### src/spd_shift.sv
// Purpose: Constants for the serial data path and its byte shift engine
// Assumes: One clock; link pins sampled through three flip-flops
// Notes:   Engine runs mode 0 (idle low, sample on rising edge)
package spd_pkg;
  localparam logic [7:0] ADDR_DATA   = 8'h00;
  localparam logic [7:0] ADDR_CSR    = 8'h04;
  localparam logic [7:0] ADDR_CTRL   = 8'h08;
  localparam logic [7:0] ADDR_MASK   = 8'h0C;
  localparam logic [7:0] ADDR_ISTAT  = 8'h10;
  // Status bit positions, shared by csr, event status and mask
  localparam int BIT_DONE = 7;
  localparam int BIT_WRITE_COLLISION_FLAG = 6;
  localparam int BIT_OVR  = 5;
  // Control fields
  localparam int BIT_EN     = 0;
  localparam int BIT_MASTER = 1;
  localparam int DIV_LSB    = 8;
  localparam logic [31:0] CTRL_RST  = 32'h0000_0000;
  localparam logic [7:0]  MASK_RST  = 8'h00;
  localparam logic [2:0]  LAST_BIT  = 3'h7;
  // Sync order {ss_n, miso, mosi, sck}; select idles high
  localparam logic [3:0]  SYNC_RST  = 4'h8;
  typedef enum logic [1:0] {
    SPD_IDLE = 2'b00,
    SPD_RUN  = 2'b01
  } spd_state_e;
endpackage

module spd_shift #(
  parameter int DIV_W = 8
) (
  // Clock and reset
  input  wire logic             clk,
  input  wire logic             rst_n,
  // Control from register side
  input  wire logic             start,
  input  wire logic             master,
  input  wire logic             enable,
  input  wire logic [7:0]       tx_byte,
  input  wire logic [DIV_W-1:0] half_div,
  // Status to register side
  output logic                  busy,
  output logic                  done_pulse,
  output logic [7:0]            rx_byte,
  // Link pins
  input  wire logic             sck_i,
  input  wire logic             mosi_i,
  input  wire logic             miso_i,
  input  wire logic             ss_n_i,
  output logic                  sck_o,
  output logic                  sck_oe,
  output logic                  mosi_o,
  output logic                  mosi_oe,
  output logic                  miso_o,
  output logic                  miso_oe
);
  import spd_pkg::*;

  if (DIV_W < 1 || DIV_W > 16) begin : g_chk
    $error("spd_shift: DIV_W must be 1 to 16");
  end

  logic [3:0]       s1_r, s2_r, s3_r, filt_r, filt_d_r;
  logic [3:0]       agree;
  spd_state_e       state_r;
  logic [2:0]       cnt_r;
  logic [7:0]       sh_r;
  logic             rxbit_r;
  logic [DIV_W-1:0] div_r;
  logic             tick, sck_rise, sck_fall, ss_act;

  // Change counts once stages two and three agree
  assign agree    = ~(s2_r ^ s3_r);
  assign sck_rise = filt_r[0] & ~filt_d_r[0];
  assign sck_fall = ~filt_r[0] & filt_d_r[0];
  assign ss_act   = ~filt_r[3];
  assign busy     = (state_r == SPD_RUN);
  assign tick     = (div_r == half_div);

  always_ff @(posedge clk or negedge rst_n) begin
    if (!rst_n) begin
      s1_r     <= SYNC_RST;
      s2_r     <= SYNC_RST;
      s3_r     <= SYNC_RST;
      filt_r   <= SYNC_RST;
      filt_d_r <= SYNC_RST;
    end else begin
      s1_r     <= {ss_n_i, miso_i, mosi_i, sck_i};
      s2_r     <= s1_r;
      s3_r     <= s2_r;
      filt_r   <= (agree & s2_r) | (~agree & filt_r);
      filt_d_r <= filt_r;
    end
  end

  // Half-period divider, only while a master byte runs
  always_ff @(posedge clk or negedge rst_n) begin
    if (!rst_n) begin
      div_r <= '0;
    end else if (!busy || !master || tick) begin
      div_r <= '0;
    end else begin
      div_r <= div_r + 1'b1;
    end
  end

  always_ff @(posedge clk or negedge rst_n) begin
    if (!rst_n) begin
      state_r    <= SPD_IDLE;
      cnt_r      <= '0;
      sh_r       <= '0;
      rxbit_r    <= 1'b0;
      rx_byte    <= '0;
      done_pulse <= 1'b0;
      sck_o      <= 1'b0;
      mosi_o     <= 1'b0;
      miso_o     <= 1'b0;
    end else begin
      done_pulse <= 1'b0;
      case (state_r)
        SPD_IDLE: begin
          sck_o <= 1'b0;
          cnt_r <= '0;
          if (start) begin
            // Byte goes straight into the shifter, no staging
            sh_r <= tx_byte;
            if (master) begin
              mosi_o  <= tx_byte[7];
              state_r <= SPD_RUN;
            end else begin
              miso_o <= tx_byte[7];
            end
          end else if (enable && !master && ss_act) begin
            state_r <= SPD_RUN;
          end
        end
        SPD_RUN: begin
          if (!enable) begin
            state_r <= SPD_IDLE;
          end else if (master) begin
            if (tick && !sck_o) begin
              sck_o   <= 1'b1;
              rxbit_r <= filt_r[2];
            end else if (tick) begin
              sck_o  <= 1'b0;
              sh_r   <= {sh_r[6:0], rxbit_r};
              mosi_o <= sh_r[6];
              cnt_r  <= cnt_r + 3'h1;
              if (cnt_r == LAST_BIT) begin
                rx_byte    <= {sh_r[6:0], rxbit_r};
                done_pulse <= 1'b1;
                state_r    <= SPD_IDLE;
              end
            end
          end else if (!ss_act) begin
            // Partial slave byte is dropped on deselect
            state_r <= SPD_IDLE;
          end else if (sck_rise) begin
            rxbit_r <= filt_r[1];
          end else if (sck_fall) begin
            sh_r   <= {sh_r[6:0], rxbit_r};
            miso_o <= sh_r[6];
            cnt_r  <= cnt_r + 3'h1;
            if (cnt_r == LAST_BIT) begin
              rx_byte    <= {sh_r[6:0], rxbit_r};
              done_pulse <= 1'b1;
            end
          end
        end
        default: state_r <= SPD_IDLE;
      endcase
    end
  end

  always_ff @(posedge clk or negedge rst_n) begin
    if (!rst_n) begin
      sck_oe  <= 1'b0;
      mosi_oe <= 1'b0;
      miso_oe <= 1'b0;
    end else begin
      sck_oe  <= enable & master;
      mosi_oe <= enable & master;
      miso_oe <= enable & ~master & ss_act;
    end
  end
endmodule

### src/spd_top.sv
// Purpose: Serial data register path with APB slave and interrupt
// Assumes: pclk 125 MHz; link pins asynchronous to pclk
// Notes:   Receive buffer has no reset; reads before a transfer are undefined
// Summary of operation
// - In master mode a write to the data register starts one byte transfer.
// - At transfer completion the received byte is copied to a receive buffer if the done flag is clear.
// - Reading the data register returns the receive buffer, not the shifter.
// - While the done flag is set, data writes are ignored until csr is read or written.
// - An accepted data write loads the shifter directly, with no buffer.
// - The data register is eight bits, read/write, undefined after reset.
// - The done flag clears after a csr access followed by a data access.
// - A byte completing while the done flag is set raises overrun.
// - A data write during a running transfer raises write collision.
module spd_top #(
  parameter int DIV_W = 8
) (
  // Clock and reset
  input  wire logic        pclk,
  input  wire logic        presetn,
  // APB slave
  input  wire logic        psel,
  input  wire logic        penable,
  input  wire logic        pwrite,
  input  wire logic [7:0]  paddr,
  input  wire logic [31:0] pwdata,
  output logic             pready,
  output logic [31:0]      prdata,
  output logic             pslverr,
  // Interrupt
  output logic             irq,
  // Link pins
  input  wire logic        sck_i,
  output logic             sck_o,
  output logic             sck_oe,
  input  wire logic        mosi_i,
  output logic             mosi_o,
  output logic             mosi_oe,
  input  wire logic        miso_i,
  output logic             miso_o,
  output logic             miso_oe,
  input  wire logic        ss_n_i
);
  import spd_pkg::*;

  logic [31:0]      ctrl_r;
  logic [7:0]       mask_r, istat_r, istat_nxt, csr_rd;
  logic [7:0]       rxbuf_r;
  logic             done_r, write_collision_flag_r, ovr_r, armed_r;
  logic             busy, done_pulse;
  logic [7:0]       rx_byte;
  logic             acc, wr_data, rd_data, acc_csr, rd_csr;
  logic             wr_ok, start, write_collision_flag_ev, ovr_ev;
  logic             seq_clear;

  function automatic logic hit(input logic [7:0] a, input logic [7:0] r);
    return a == r;
  endfunction

  // Access takes effect at the edge pready is seen high
  assign acc     = psel & penable & pready;
  assign wr_data = acc & pwrite & hit(paddr, ADDR_DATA);
  assign rd_data = acc & ~pwrite & hit(paddr, ADDR_DATA);
  assign acc_csr = acc & hit(paddr, ADDR_CSR);
  assign rd_csr  = acc_csr & ~pwrite;
  assign wr_ok   = wr_data & ctrl_r[BIT_EN] & ~busy & ~(done_r & ~armed_r);
  assign start   = wr_ok;
  assign write_collision_flag_ev = wr_data & busy;
  assign ovr_ev  = done_pulse & done_r;
  assign seq_clear = armed_r & (wr_data | rd_data);
  assign csr_rd  = {done_r, write_collision_flag_r, ovr_r, 5'h00};

  always_ff @(posedge pclk or negedge presetn) begin
    if (!presetn) begin
      pready  <= 1'b0;
      pslverr <= 1'b0;
      prdata  <= '0;
    end else begin
      pready  <= psel & ~penable;
      pslverr <= 1'b0;
      if (psel & ~penable) begin
        prdata <= '0;
        case (paddr)
          ADDR_DATA:  prdata <= {24'h00_0000, rxbuf_r};
          ADDR_CSR:   prdata <= {24'h00_0000, csr_rd};
          ADDR_CTRL:  prdata <= ctrl_r;
          ADDR_MASK:  prdata <= {24'h00_0000, mask_r};
          ADDR_ISTAT: prdata <= {24'h00_0000, istat_r};
          default:    pslverr <= 1'b1;
        endcase
      end
    end
  end

  always_ff @(posedge pclk or negedge presetn) begin
    if (!presetn) begin
      ctrl_r <= CTRL_RST;
      mask_r <= MASK_RST;
    end else if (acc & pwrite) begin
      if (hit(paddr, ADDR_CTRL)) begin
        ctrl_r <= {16'h0000, pwdata[15:0]};
      end
      if (hit(paddr, ADDR_MASK)) begin
        mask_r <= pwdata[7:0] & csr_mask();
      end
    end
  end

  function automatic logic [7:0] csr_mask();
    logic [7:0] m;
    m = '0;
    m[BIT_DONE] = 1'b1;
    m[BIT_WRITE_COLLISION_FLAG] = 1'b1;
    m[BIT_OVR]  = 1'b1;
    return m;
  endfunction

  always_ff @(posedge pclk) begin
    if (done_pulse && !done_r) begin
      rxbuf_r <= rx_byte;
    end
  end

  // Set wins over clear on every flag
  always_ff @(posedge pclk or negedge presetn) begin
    if (!presetn) begin
      done_r  <= 1'b0;
      write_collision_flag_r  <= 1'b0;
      ovr_r   <= 1'b0;
      armed_r <= 1'b0;
    end else begin
      if (done_pulse) begin
        done_r <= 1'b1;
      end else if (seq_clear) begin
        done_r <= 1'b0;
      end
      if (write_collision_flag_ev) begin
        write_collision_flag_r <= 1'b1;
      end else if (seq_clear) begin
        write_collision_flag_r <= 1'b0;
      end
      if (ovr_ev) begin
        ovr_r <= 1'b1;
      end else if (rd_csr) begin
        ovr_r <= 1'b0;
      end
      if (acc_csr) begin
        armed_r <= 1'b1;
      end else if (seq_clear || done_pulse) begin
        armed_r <= 1'b0;
      end
    end
  end

  always_comb begin
    istat_nxt = istat_r;
    if (acc & pwrite & hit(paddr, ADDR_ISTAT)) begin
      istat_nxt = istat_r & ~pwdata[7:0];
    end
    istat_nxt[BIT_DONE] = istat_nxt[BIT_DONE] | done_pulse;
    istat_nxt[BIT_WRITE_COLLISION_FLAG] = istat_nxt[BIT_WRITE_COLLISION_FLAG] | write_collision_flag_ev;
    istat_nxt[BIT_OVR]  = istat_nxt[BIT_OVR] | ovr_ev;
  end

  always_ff @(posedge pclk or negedge presetn) begin
    if (!presetn) begin
      istat_r <= '0;
      irq     <= 1'b0;
    end else begin
      istat_r <= istat_nxt;
      irq     <= |(istat_nxt & mask_r);
    end
  end

  spd_shift #(
    .DIV_W (DIV_W)
  ) u_shift (
    .clk        (pclk),
    .rst_n      (presetn),
    .start      (start),
    .master     (ctrl_r[BIT_MASTER]),
    .enable     (ctrl_r[BIT_EN]),
    .tx_byte    (pwdata[7:0]),
    .half_div   (ctrl_r[DIV_LSB +: DIV_W]),
    .busy       (busy),
    .done_pulse (done_pulse),
    .rx_byte    (rx_byte),
    .sck_i      (sck_i),
    .mosi_i     (mosi_i),
    .miso_i     (miso_i),
    .ss_n_i     (ss_n_i),
    .sck_o      (sck_o),
    .sck_oe     (sck_oe),
    .mosi_o     (mosi_o),
    .mosi_oe    (mosi_oe),
    .miso_o     (miso_o),
    .miso_oe    (miso_oe)
  );
endmodule

### config.mk
export PLATFORM = sky130hd
export DESIGN_NAME = spd_top
export DESIGN_NICKNAME = d
export VERILOG_FILES = /design/src/spd_shift.sv /design/src/spd_top.sv
export SDC_FILE = /design/constraint.sdc
export NUM_CORES = 1
export LEC_CHECK = 0
export ABC_AREA = 1
export BUFFER_PORTS_ARGS = -buffer_cell sky130_fd_sc_hd__clkbuf_2
export CORE_ASPECT_RATIO = 1.25
export CORE_MARGIN = 8
export CORE_UTILIZATION = 35
export DETAILED_ROUTE_END_ITERATION = 12
export SYNTH_ARGS = -nofsm -noshare
export SYNTH_HDL_FRONTEND = slang
export SYNTH_SLANG_ARGS = --single-unit
### constraint.sdc
create_clock -name pclk -period 1.8 [get_ports pclk]
set_input_delay 0.27 -clock pclk [delete_from_list [all_inputs] [get_ports pclk]]
set_output_delay 0.27 -clock pclk [all_outputs]
set_load 0.05 [all_outputs]
==> results of run 1 <==
## per-layer routing
metal	up-vias	GRT usage, %	share of wire, %	wire (microns)
li1	1808	-	-	-
met1	1666	14.8	45	4670
met2	89	19.6	46	4740
met3	18	3.16	6.8	703
met4	0	5.64	2.5	259
met5	-	0	0	0
## layout by cell type (no fill, tap or decap), types with 3 or more instances in the layout
cell type | synthesis | final
nor2_1 | 34 | 34
nand2_2 | 4 | 4
inv_2 | 3 | 3
o22a_1 | 3 | 3
a21boi_0 | 3 | 3
dfstp_2 | 4 | 4
xnor2_1 | 4 | 4
maj3_1 | 4 | 4
clkbuf_16 | 0 | 9
dfrtp_1 | 97 | 97
inv_1 | 45 | 45
ha_1 | 3 | 3
nand2_1 | 177 | 177
conb_1 | 1 | 16
o31ai_1 | 8 | 8
nand3_1 | 20 | 20
clkbuf_2 | 0 | 56
o21ai_1 | 4 | 4
edfxtp_1 | 8 | 8
a21oi_1 | 19 | 19
buf_4 | 17 | 14
o21ai_0 | 29 | 29
nand4_1 | 8 | 8
## synth_stat cells, drive strengths merged
cell type | count | area (sq um)
clkinv | 2 | 7.51
xnor2 | 4 | 35.0
nor2 | 37 | 151
buf | 21 | 148
o21ai | 35 | 183
nor3b | 2 | 15.0
nand4 | 8 | 50.1
or2 | 1 | 6.26
a21boi | 3 | 22.5
dfrtp | 97 | 2430
conb | 1 | 3.75
clkbuf | 5 | 18.8
xor2 | 1 | 8.76
maj3 | 4 | 40.0
o211ai | 2 | 15.0
a211oi | 1 | 7.51
o2bb2ai | 2 | 17.5
edfxtp | 8 | 240
nor3 | 3 | 20.0
inv | 48 | 180
ha | 3 | 37.5
dfstp | 4 | 105
nand2 | 182 | 701
nand3 | 21 | 118
o21a | 1 | 7.51
o31ai | 8 | 60.1
a21oi | 20 | 111
and3 | 1 | 6.26
o22a | 3 | 26.3
## what timing repair did
item	in CTS	in global routing
setup buffers	0	2
setup endpoints to repair	0	7
hold buffers	2	0
endpoints found under the hold margin	29	0
## layout make-up
type                    instances  area (sq um)
fillers                      1326          7690
flip-flops and latches        109          2770
multi-input cells             358          1700
repair buffers                 73           425
clock buffers                   9           225
well taps                     171           214
inverters                      50           188
clock inverters                 7          71.3
## cell families after synthesis
group | after synthesis | synth area share (%)
compound gates | 75 | 9.44
flops | 109 | 58.1
fa+ha+maj | 7 | 1.63
simple gates | 255 | 22.4
buf+inv | 76 | 7.42
other cells | 1 | 0.0786
xor+xnor | 5 | 0.918
## sequential cells by signal, summed over array words and instances, names as in the netlist, 3 cells and up, named ones only
| signal | cells |
|---|---|
| ctrl_r | 16 |
| istat_r | 8 |
| mask_r | 3 |
| prdata | 16 |
| rxbuf_r | 8 |
| u_shift.cnt_r | 3 |
| u_shift.div_r | 8 |
| u_shift.rx_byte | 8 |
| u_shift.s1_r | 4 |
| u_shift.s2_r | 4 |
| u_shift.s3_r | 4 |
| u_shift.sh_r | 7 |
## metrics by stage
| stage | cell area (sq um) | power [mW] | util, % | cells |
|---|---|---|---|---|
| floorplan | 4830 | 2.97 | - | 543 |
| global placement | 5260 | 3.10 | 39.6 | 757 |
| detailed placement | 5260 | 3.11 | 39.6 | 757 |
| CTS | 5580 | 5.10 | 42.0 | 775 |
| global route | 5600 | 5.27 | 42.1 | 777 |
| finish | 5600 | 5.04 | 42.1 | 777 |
## report_power, final
part / total (mW) / internal [mW] / switching (mW)
Clock: 1.98 / 1.09 / 0.893
Sequential: 2.65 / 2.58 / 0.0692
Combinational: 0.414 / 0.114 / 0.299
Total: 5.04 / 3.78 / 1.26
## worst max-delay path by stage
stage | endpoint | from | depth (start not counted) | slack (ns)
2_1_floorplan | u_shift.sh_r[0] | pready | 9 | 0.1
3_3_place_gp | u_shift.sh_r[5] | paddr[0] | 11 | 0.11
3_5_place_dp | u_shift.sh_r[4] | paddr[0] | 11 | 0.09
4_1_cts | u_shift.sh_r[4] | ctrl_r[15] | 10 | 0.1
5_1_grt | u_shift.state_r[0] | ctrl_r[1] | 8 | 0.005
6_report | u_shift.sh_r[5] | u_shift.div_r[5] | 10 | 0.14
==> metrics.cfg, run 1 <==
[critical_path]
crit_chain=inv_1, nand2_1, nand2_1, nand2_1, nor2_2, nand2_2, a21oi_4, buf_4, nand4_1, nand2_1
reg2reg_depth=10
reg2reg_from=u_shift.div_r[5]
cp_common_cell=nand2_1
critPathKind=reg2reg
required_ns=2.08
end_kind=register
path_buf_inv=2
timing.rr.end=u_shift.sh_r[5]
cp_top_family=simple AND/OR/NAND/NOR gates
cp_max_fo=5
crit_path_max_incr_delay_ns=0.42
r2r_slack_ns=0.14
slowest_stage=dfrtp_1
start_kind=register
critPathArrivalTime_ns=1.94

[cts]
cts.clk_slew.worst_paths_ns=0.07
clock_sinks=109
insertion_delay_ns=0.34
cts_buffer_depth=2
cts_max_level=3
clock_tree.root_cell=clkbuf_16
ctsResizeCount=0
cts_made_buffers=9
tritoncts=done

[synthesis]
ys_warn_count=0
syn_area_per_cell_sq_um=9.03
netlist_instances=528
yosysSeqAreaShare_pct=58.1
syn_area_sq_um=4770
ys_types=40
synth_seq_cells=109

[pwr]
powerDensity_nw_per_um2=901
p_leak_nw=2.83
vdd_ir_drop_max_mv=0.572

[die]
dieHeight_microns=147
ios=90
die_x_microns=120
die-area_sq_um=17600
placementRows=47
coreArea_sq_um=13300
start_util_pct=35.9

[timing]
post-route-min-period_ns=1.66
setup_tns_ns=0
hold_viol=0
rsz0062_at_grt=no
setup_viol=0
finalWorstSetupSlack_ns=0.143
fmax_ghz=0.603
hold_ws_ns=0.0260
slew_viol_final=0
fin_skew_ns=0.00752
fin_crit_sh_pct=92.1

[worst_hold_path]
min_to=u_shift.s1_r[0]
hold_path.class=in2reg
worstHoldStart=sck_i
min_path_cells=1

[routing]
wirelength_mm=10.4
remaining_drc_errors=0
wl_per_cell_microns=13.4
drt_iter0_drc=311
vias=3581
ant_nets=0
avgViaCountPerCell=4.61
firstDrtPassIters=4

[global_route]
grt_max_degree=50
grt_pass1_vias=3578
track_usage_pct=12.2
grt_pass1_wl_mm=17.3
antenna_found_initial=0
grt_overflow=0

[flow_run]
cap_violations=0

[placement]
numPortBuffers=57
hpwl_mm=7.89
finalWeightedCongestion=0.803
dp_worst_setup_slack_ns=0.0852

[outcome]
run_status=complete, no violations

[cells_and_area]
antennaDiodeCount=0
drive_above_1_share_pct=17.8
area_growth_syn_to_layout_pct=17.3
final_nets=653

Note: power is estimated with default switching activity, not from simulation.
==> run 2, diff against run 1 <==
--- a/config.mk
+++ b/config.mk
@@ -7,10 +7,14 @@
 export LEC_CHECK = 0
 export ABC_AREA = 1
 export BUFFER_PORTS_ARGS = -buffer_cell sky130_fd_sc_hd__clkbuf_2
+export CELL_PAD_IN_SITES_DETAIL_PLACEMENT = 0
+export CELL_PAD_IN_SITES_GLOBAL_PLACEMENT = 1
 export CORE_ASPECT_RATIO = 1.25
 export CORE_MARGIN = 8
 export CORE_UTILIZATION = 35
 export DETAILED_ROUTE_END_ITERATION = 12
+export PLACE_DENSITY_LB_ADDON = 0.1
+export RECOVER_POWER = 50
 export SYNTH_ARGS = -nofsm -noshare
 export SYNTH_HDL_FRONTEND = slang
 export SYNTH_SLANG_ARGS = --single-unit
==> run 2 against run 1 <==
Effect of this change:
- clock power up 8%
- sequential cell count unchanged
- largest power group unchanged
- first-iteration DRC count shrank 31%
- hold slack lost 0.0014 ns
==> metrics.cfg, run 2 (synthesis results as in run 1) <==
[critical_path]
timing.rr.end=u_shift.sh_r[0]
crit_chain=xnor2_1, nand2_1, nor2_1, nand2_2, a21oi_4, nand3_4, nand2_1, nand2_1
critPathKind=reg2reg
cp_top_family=simple AND/OR/NAND/NOR gates
cp_common_cell=nand2_1
critPathArrivalTime_ns=1.92
cp-endpoint=u_shift.sh_r[0]
reg2reg_depth=8
crit_start=u_shift.div_r[2]
cp_max_fo=7
slowest_stage=dfrtp_1
reg2reg_from=u_shift.div_r[2]
path_buf_inv=0
start_kind=register
required_ns=2.04
path_depth=8
crit_path_max_incr_delay_ns=0.43
end_kind=register
r2r_slack_ns=0.13

[global_route]
antenna_found_initial=0
grt_pass1_vias=3668
grt_overflow=0
track_usage_pct=13.5
grt_max_degree=46
grt_pass1_wl_mm=19.0

[routing]
wl_per_cell_microns=14.2
drt_iter0_drc=216
ant_nets=0
remaining_drc_errors=0
avgViaCountPerCell=4.53
wirelength_mm=11.2
firstDrtPassIters=4
vias=3554

[cells_and_area]
final_nets=661
fin_util_pct=42.7
drive_above_1_share_pct=18.4
antennaDiodeCount=0
stdcell_count=785
final_common_cell=nand2_1
area_growth_syn_to_layout_pct=19.1
final_cell_area_sq_um=5680
most-common-layout-cells=nand2_1 (177), dfrtp_1 (97), clkbuf_2 (57)
reg.largest.list=ctrl_r (16), prdata (16)

[placement]
hpwl_mm=8.44
dp_cells=762
place_area_sq_um=5310
numPortBuffers=57
dp_worst_setup_slack_ns=0.0704
finalWeightedCongestion=0.740

[timing]
fmax_ghz=0.597
setup_viol=0
setup_tns_ns=0
post-route-min-period_ns=1.67
fin_skew_ns=0.00593
tightest_slew_ns=0.775
slew_viol_final=0
maxSlewHeadroom_pct=48.3
rsz0062_at_grt=no
hold_ws_ns=0.0246
finalWorstSetupSlack_ns=0.126
hold_viol=0
fin_crit_sh_pct=93.0

[die]
coreArea_sq_um=13300
dieHeight_microns=147
placementRows=47
ios=90
die-area_sq_um=17600
start_util_pct=35.9
die_x_microns=120

[flow_run]
cap_violations=0

[cts]
clock_sinks=109
tritoncts=done
insertion_delay_ns=0.35
cts_made_buffers=9
cts_max_level=3
cts_buffer_depth=2
clock_tree.root_cell=clkbuf_16
cts.clk_slew.worst_paths_ns=0.07

[pwr]
total_power_mw=5.20
vdd_ir_drop_max_mv=0.545
powerDensity_nw_per_um2=916
p_leak_nw=2.87

[worst_hold_path]
min_path_cells=1
hold_path.class=in2reg

[outcome]
run_status=complete, no violations

==> run 2: changes by cell type in the layout (fill, tap and decap cells not counted), sizes merged <==
cell      delta
clkbuf       +6
buf          +4
clkinv       -2
clkinvlp     +1
inv          -1
==> run 2: per-layer routing <==
layer	routed length (microns)	global-route usage, %	vias up
met4	172	5.45	0
li1	-	-	1825
met5	0	0	-
met3	487	2.51	10
met1	5330	17.8	1652
met2	5160	21.1	67
==> run 2: where the power goes <==
| group | total [mW] | leakage (nW) | internal, mW | switching, mW |
|---|---|---|---|---|
| Clock | 2.13 | 0.154 | 1.21 | 0.919 |
| Combinational | 0.420 | 1.34 | 0.119 | 0.300 |
| Sequential | 2.65 | 1.37 | 2.58 | 0.0720 |
==> run 2: layout make-up <==
cell class / count / area (sq um)
inverter: 50 / 190
sequential: 109 / 2770
timing repair buffer: 81 / 479
clock inverter: 5 / 62.6
clock buffer: 11 / 264
tap: 171 / 214
fill: 1381 / 7610
multi-input combinational: 358 / 1700
==> run 2: repair_timing <==
| item | in CTS | in global routing |
|---|---|---|
| hold buffers | 2 | 0 |
| endpoints found under the hold margin | 27 | 0 |
| gates resized for setup | 0 | 3 |
| setup endpoints to repair | 0 | 17 |
| setup buffers | 0 | 5 |
==> run 2: worst min path at each step <==
stage | slack, ns | start | end
CTS | 0.01 | sck_i | u_shift.s1_r[0]
global route | 0.009 | miso_i | u_shift.s1_r[2]
global placement | 0.23 | presetn | prdata[11]
finish | 0.02 | sck_i | u_shift.s1_r[0]
detailed placement | 0.23 | presetn | prdata[10]
floorplan | -0.03 | presetn | asynchronous set/reset pin
==> run 3, diff against run 2 <==
--- a/config.mk
+++ b/config.mk
@@ -10,8 +10,8 @@
 export CELL_PAD_IN_SITES_DETAIL_PLACEMENT = 0
 export CELL_PAD_IN_SITES_GLOBAL_PLACEMENT = 1
 export CORE_ASPECT_RATIO = 1.25
-export CORE_MARGIN = 8
-export CORE_UTILIZATION = 35
+export CORE_MARGIN = 2
+export CORE_UTILIZATION = 42
 export DETAILED_ROUTE_END_ITERATION = 12
 export PLACE_DENSITY_LB_ADDON = 0.1
 export RECOVER_POWER = 50
==> run 3 against run 2 <==
Effect of this change:
- sequential power hardly changed
- clock power is 3% lower
- non-clock buffer count stayed put
- largest cell class unchanged
==> metrics.cfg, run 3 (synthesis results as in run 1) <==
[outcome]
run_status=complete, no violations

[cts]
clock_tree.root_cell=clkbuf_16
cts_made_buffers=9
clock_sinks=109
insertion_delay_ns=0.35
cts_buffer_depth=2
cts_max_level=3
tritoncts=done
cts.clk_slew.worst_paths_ns=0.07

[routing]
remaining_drc_errors=0
firstDrtPassIters=4
drt_iter0_drc=146
vias=3631
wirelength_mm=10.2
avgViaCountPerCell=4.85
wl_per_cell_microns=13.7
ant_nets=0

[timing]
setup_viol=0
hold_viol=0
fin_skew_ns=0.00844
slew_viol_final=0
post-route-min-period_ns=1.69
maxSlewHeadroom_pct=44.3
fin_crit_sh_pct=94.0
tightest_slew_ns=0.835
fmax_ghz=0.591
rsz0062_at_grt=yes

[cells_and_area]
antennaDiodeCount=0
most-common-layout-cells=nand2_1 (172), dfrtp_1 (97), clkbuf_2 (57)
reg.largest.list=ctrl_r (16), prdata (16)
stdcell_count=749
final_nets=661
multiInputGateArea_sq_um=1710
area_growth_syn_to_layout_pct=18.1
final_common_cell=nand2_1
nFillCells=1085
drive_above_1_share_pct=19.7
regArea_sq_um=2770

[placement]
finalWeightedCongestion=0.828
numPortBuffers=57
dp_cells=726
hpwl_mm=7.69

[critical_path]
required_ns=2.09
path_buf_inv=1
reg2reg_depth=8
cp_top_family=simple AND/OR/NAND/NOR gates
critPathArrivalTime_ns=1.99
crit_start=u_shift.div_r[2]
slowest_stage=dfrtp_1
critPathKind=reg2reg
cp_common_cell=nand2_2
crit_chain=xnor2_1, nand2_1, nor2_2, nand2_2, a21oi_4, buf_4, nand4_1, nand2_2
path_depth=8
end_kind=register
crit_path_max_incr_delay_ns=0.43
r2r_slack_ns=0.11
start_kind=register
timing.rr.end=u_shift.sh_r[4]
reg2reg_from=u_shift.div_r[2]
cp-endpoint=u_shift.sh_r[4]
cp_max_fo=7

[pwr]
p_int_mw=3.83
p_clk_share_pct=40.3
total_power_mw=5.15
p_leak_nw=2.86
sw_frac_of_total_pct=25.6
vdd_ir_drop_max_mv=0.477
switchingPower_mw=1.32
p_seq_share_pct=51.5
combinationalPowerShare_pct=8.2
powerDensity_nw_per_um2=914

[flow_run]
cap_violations=0

[die]
die_x_microns=99.3
ios=90
start_util_pct=43.0
placementRows=43
dieHeight_microns=123
coreArea_sq_um=11100
die-area_sq_um=12200

[global_route]
grt_pass1_wl_mm=17.3
grt_overflow=0
antenna_found_initial=0
track_usage_pct=18.0
grt_max_degree=42
grt_pass1_vias=3494

[worst_hold_path]
hold_path.class=in2reg

[run 3: cell count changes in the layout (fill, tap and decap cells not counted), moves of 4 or more]
| cell | before | now |
|---|---|---|
| inv_1 | 44 | 40 |
| inv_2 | 3 | 8 |
| nand2_1 | 177 | 172 |
| nand2_2 | 4 | 9 |
[run 3: power by group through the flow]
| stage | logic (mW) | clock network [mW] | registers, mW |
|---|---|---|---|
| 2_1_floorplan | 0.247 | 0 | 2.72 |
| 6_report | 0.424 | 2.07 | 2.65 |
| 5_1_grt | 0.481 | 2.21 | 2.67 |
| 3_5_place_dp | 0.423 | 0 | 2.70 |
| 3_3_place_gp | 0.415 | 0 | 2.70 |
| 4_1_cts | 0.429 | 2.12 | 2.65 |
[run 3: final cells by class]
class                   count  share of cell area, %
inverters                  50                   3.33
clock inverters             5                  0.800
clock buffers              11                   4.89
repair buffers             81                   8.37
flip-flops and latches    109                   49.2
well taps                 135                   3.00
multi-input cells         358                   30.4
[run 3: repair_timing]
| item | in CTS | in global routing |
|---|---|---|
| setup buffers | 0 | 5 |
| hold buffers | 2 | 0 |
| resized for setup | 0 | 11 |
| hold endpoints to repair | 28 | 0 |
| endpoints found under the setup margin | 0 | 17 |
[run 3: worst min-delay path by stage]
stage / start / to / slack, ns / cells past startpoint
after floorplan: presetn / asynchronous set/reset pin / -0.03 / 0
after global placement: presetn / ctrl_r[11] / 0.24 / 1
after detailed placement: presetn / ctrl_r[10] / 0.25 / 1
after CTS: miso_i / u_shift.s1_r[2] / 0.01 / 1
after global routing: sck_i / u_shift.s1_r[0] / 0.01 / 1
final: miso_i / u_shift.s1_r[2] / 0.02 / 1
[run 3: worst reg2reg max path, cell delays in order, from the launching register on]
cell and delay [ns]:
dfrtp_1 0.43, xnor2_1 0.16, nand2_1 0.11, nor2_2 0.11, nand2_2 0.12, a21oi_4 0.33, buf_4 0.19, nand4_1 0.10
nand2_2 0.09
[run 3: per-stage QoR]
step | hold slack, ns | cell area [sq um] | TNS (ns) | setup WS [ns] | utilization, %
finish | 0.0208 | 5630 | 0 | 0.108 | 50.8
CTS | 0.0102 | 5610 | 0 | 0.0478 | 50.6
global placement | 0.242 | 5270 | 0 | 0.124 | 47.5
detailed placement | 0.250 | 5270 | 0 | 0.0785 | 47.5
floorplan | -0.0256 | 4830 | 0 | 0.0962 | -
global route | 0.0104 | 5630 | -0.218 | -0.0391 | 50.8
[run 3: metal layers]
| layer | track usage, % | share of wire (%) | up-vias |
|---|---|---|---|
| li1 | - | - | 1822 |
| met1 | 25.0 | 47 | 1718 |
| met2 | 28.5 | 47 | 75 |
| met3 | 2.71 | 4.0 | 16 |
| met4 | 7.45 | 1.9 | 0 |
| met5 | 0 | 0 | - |
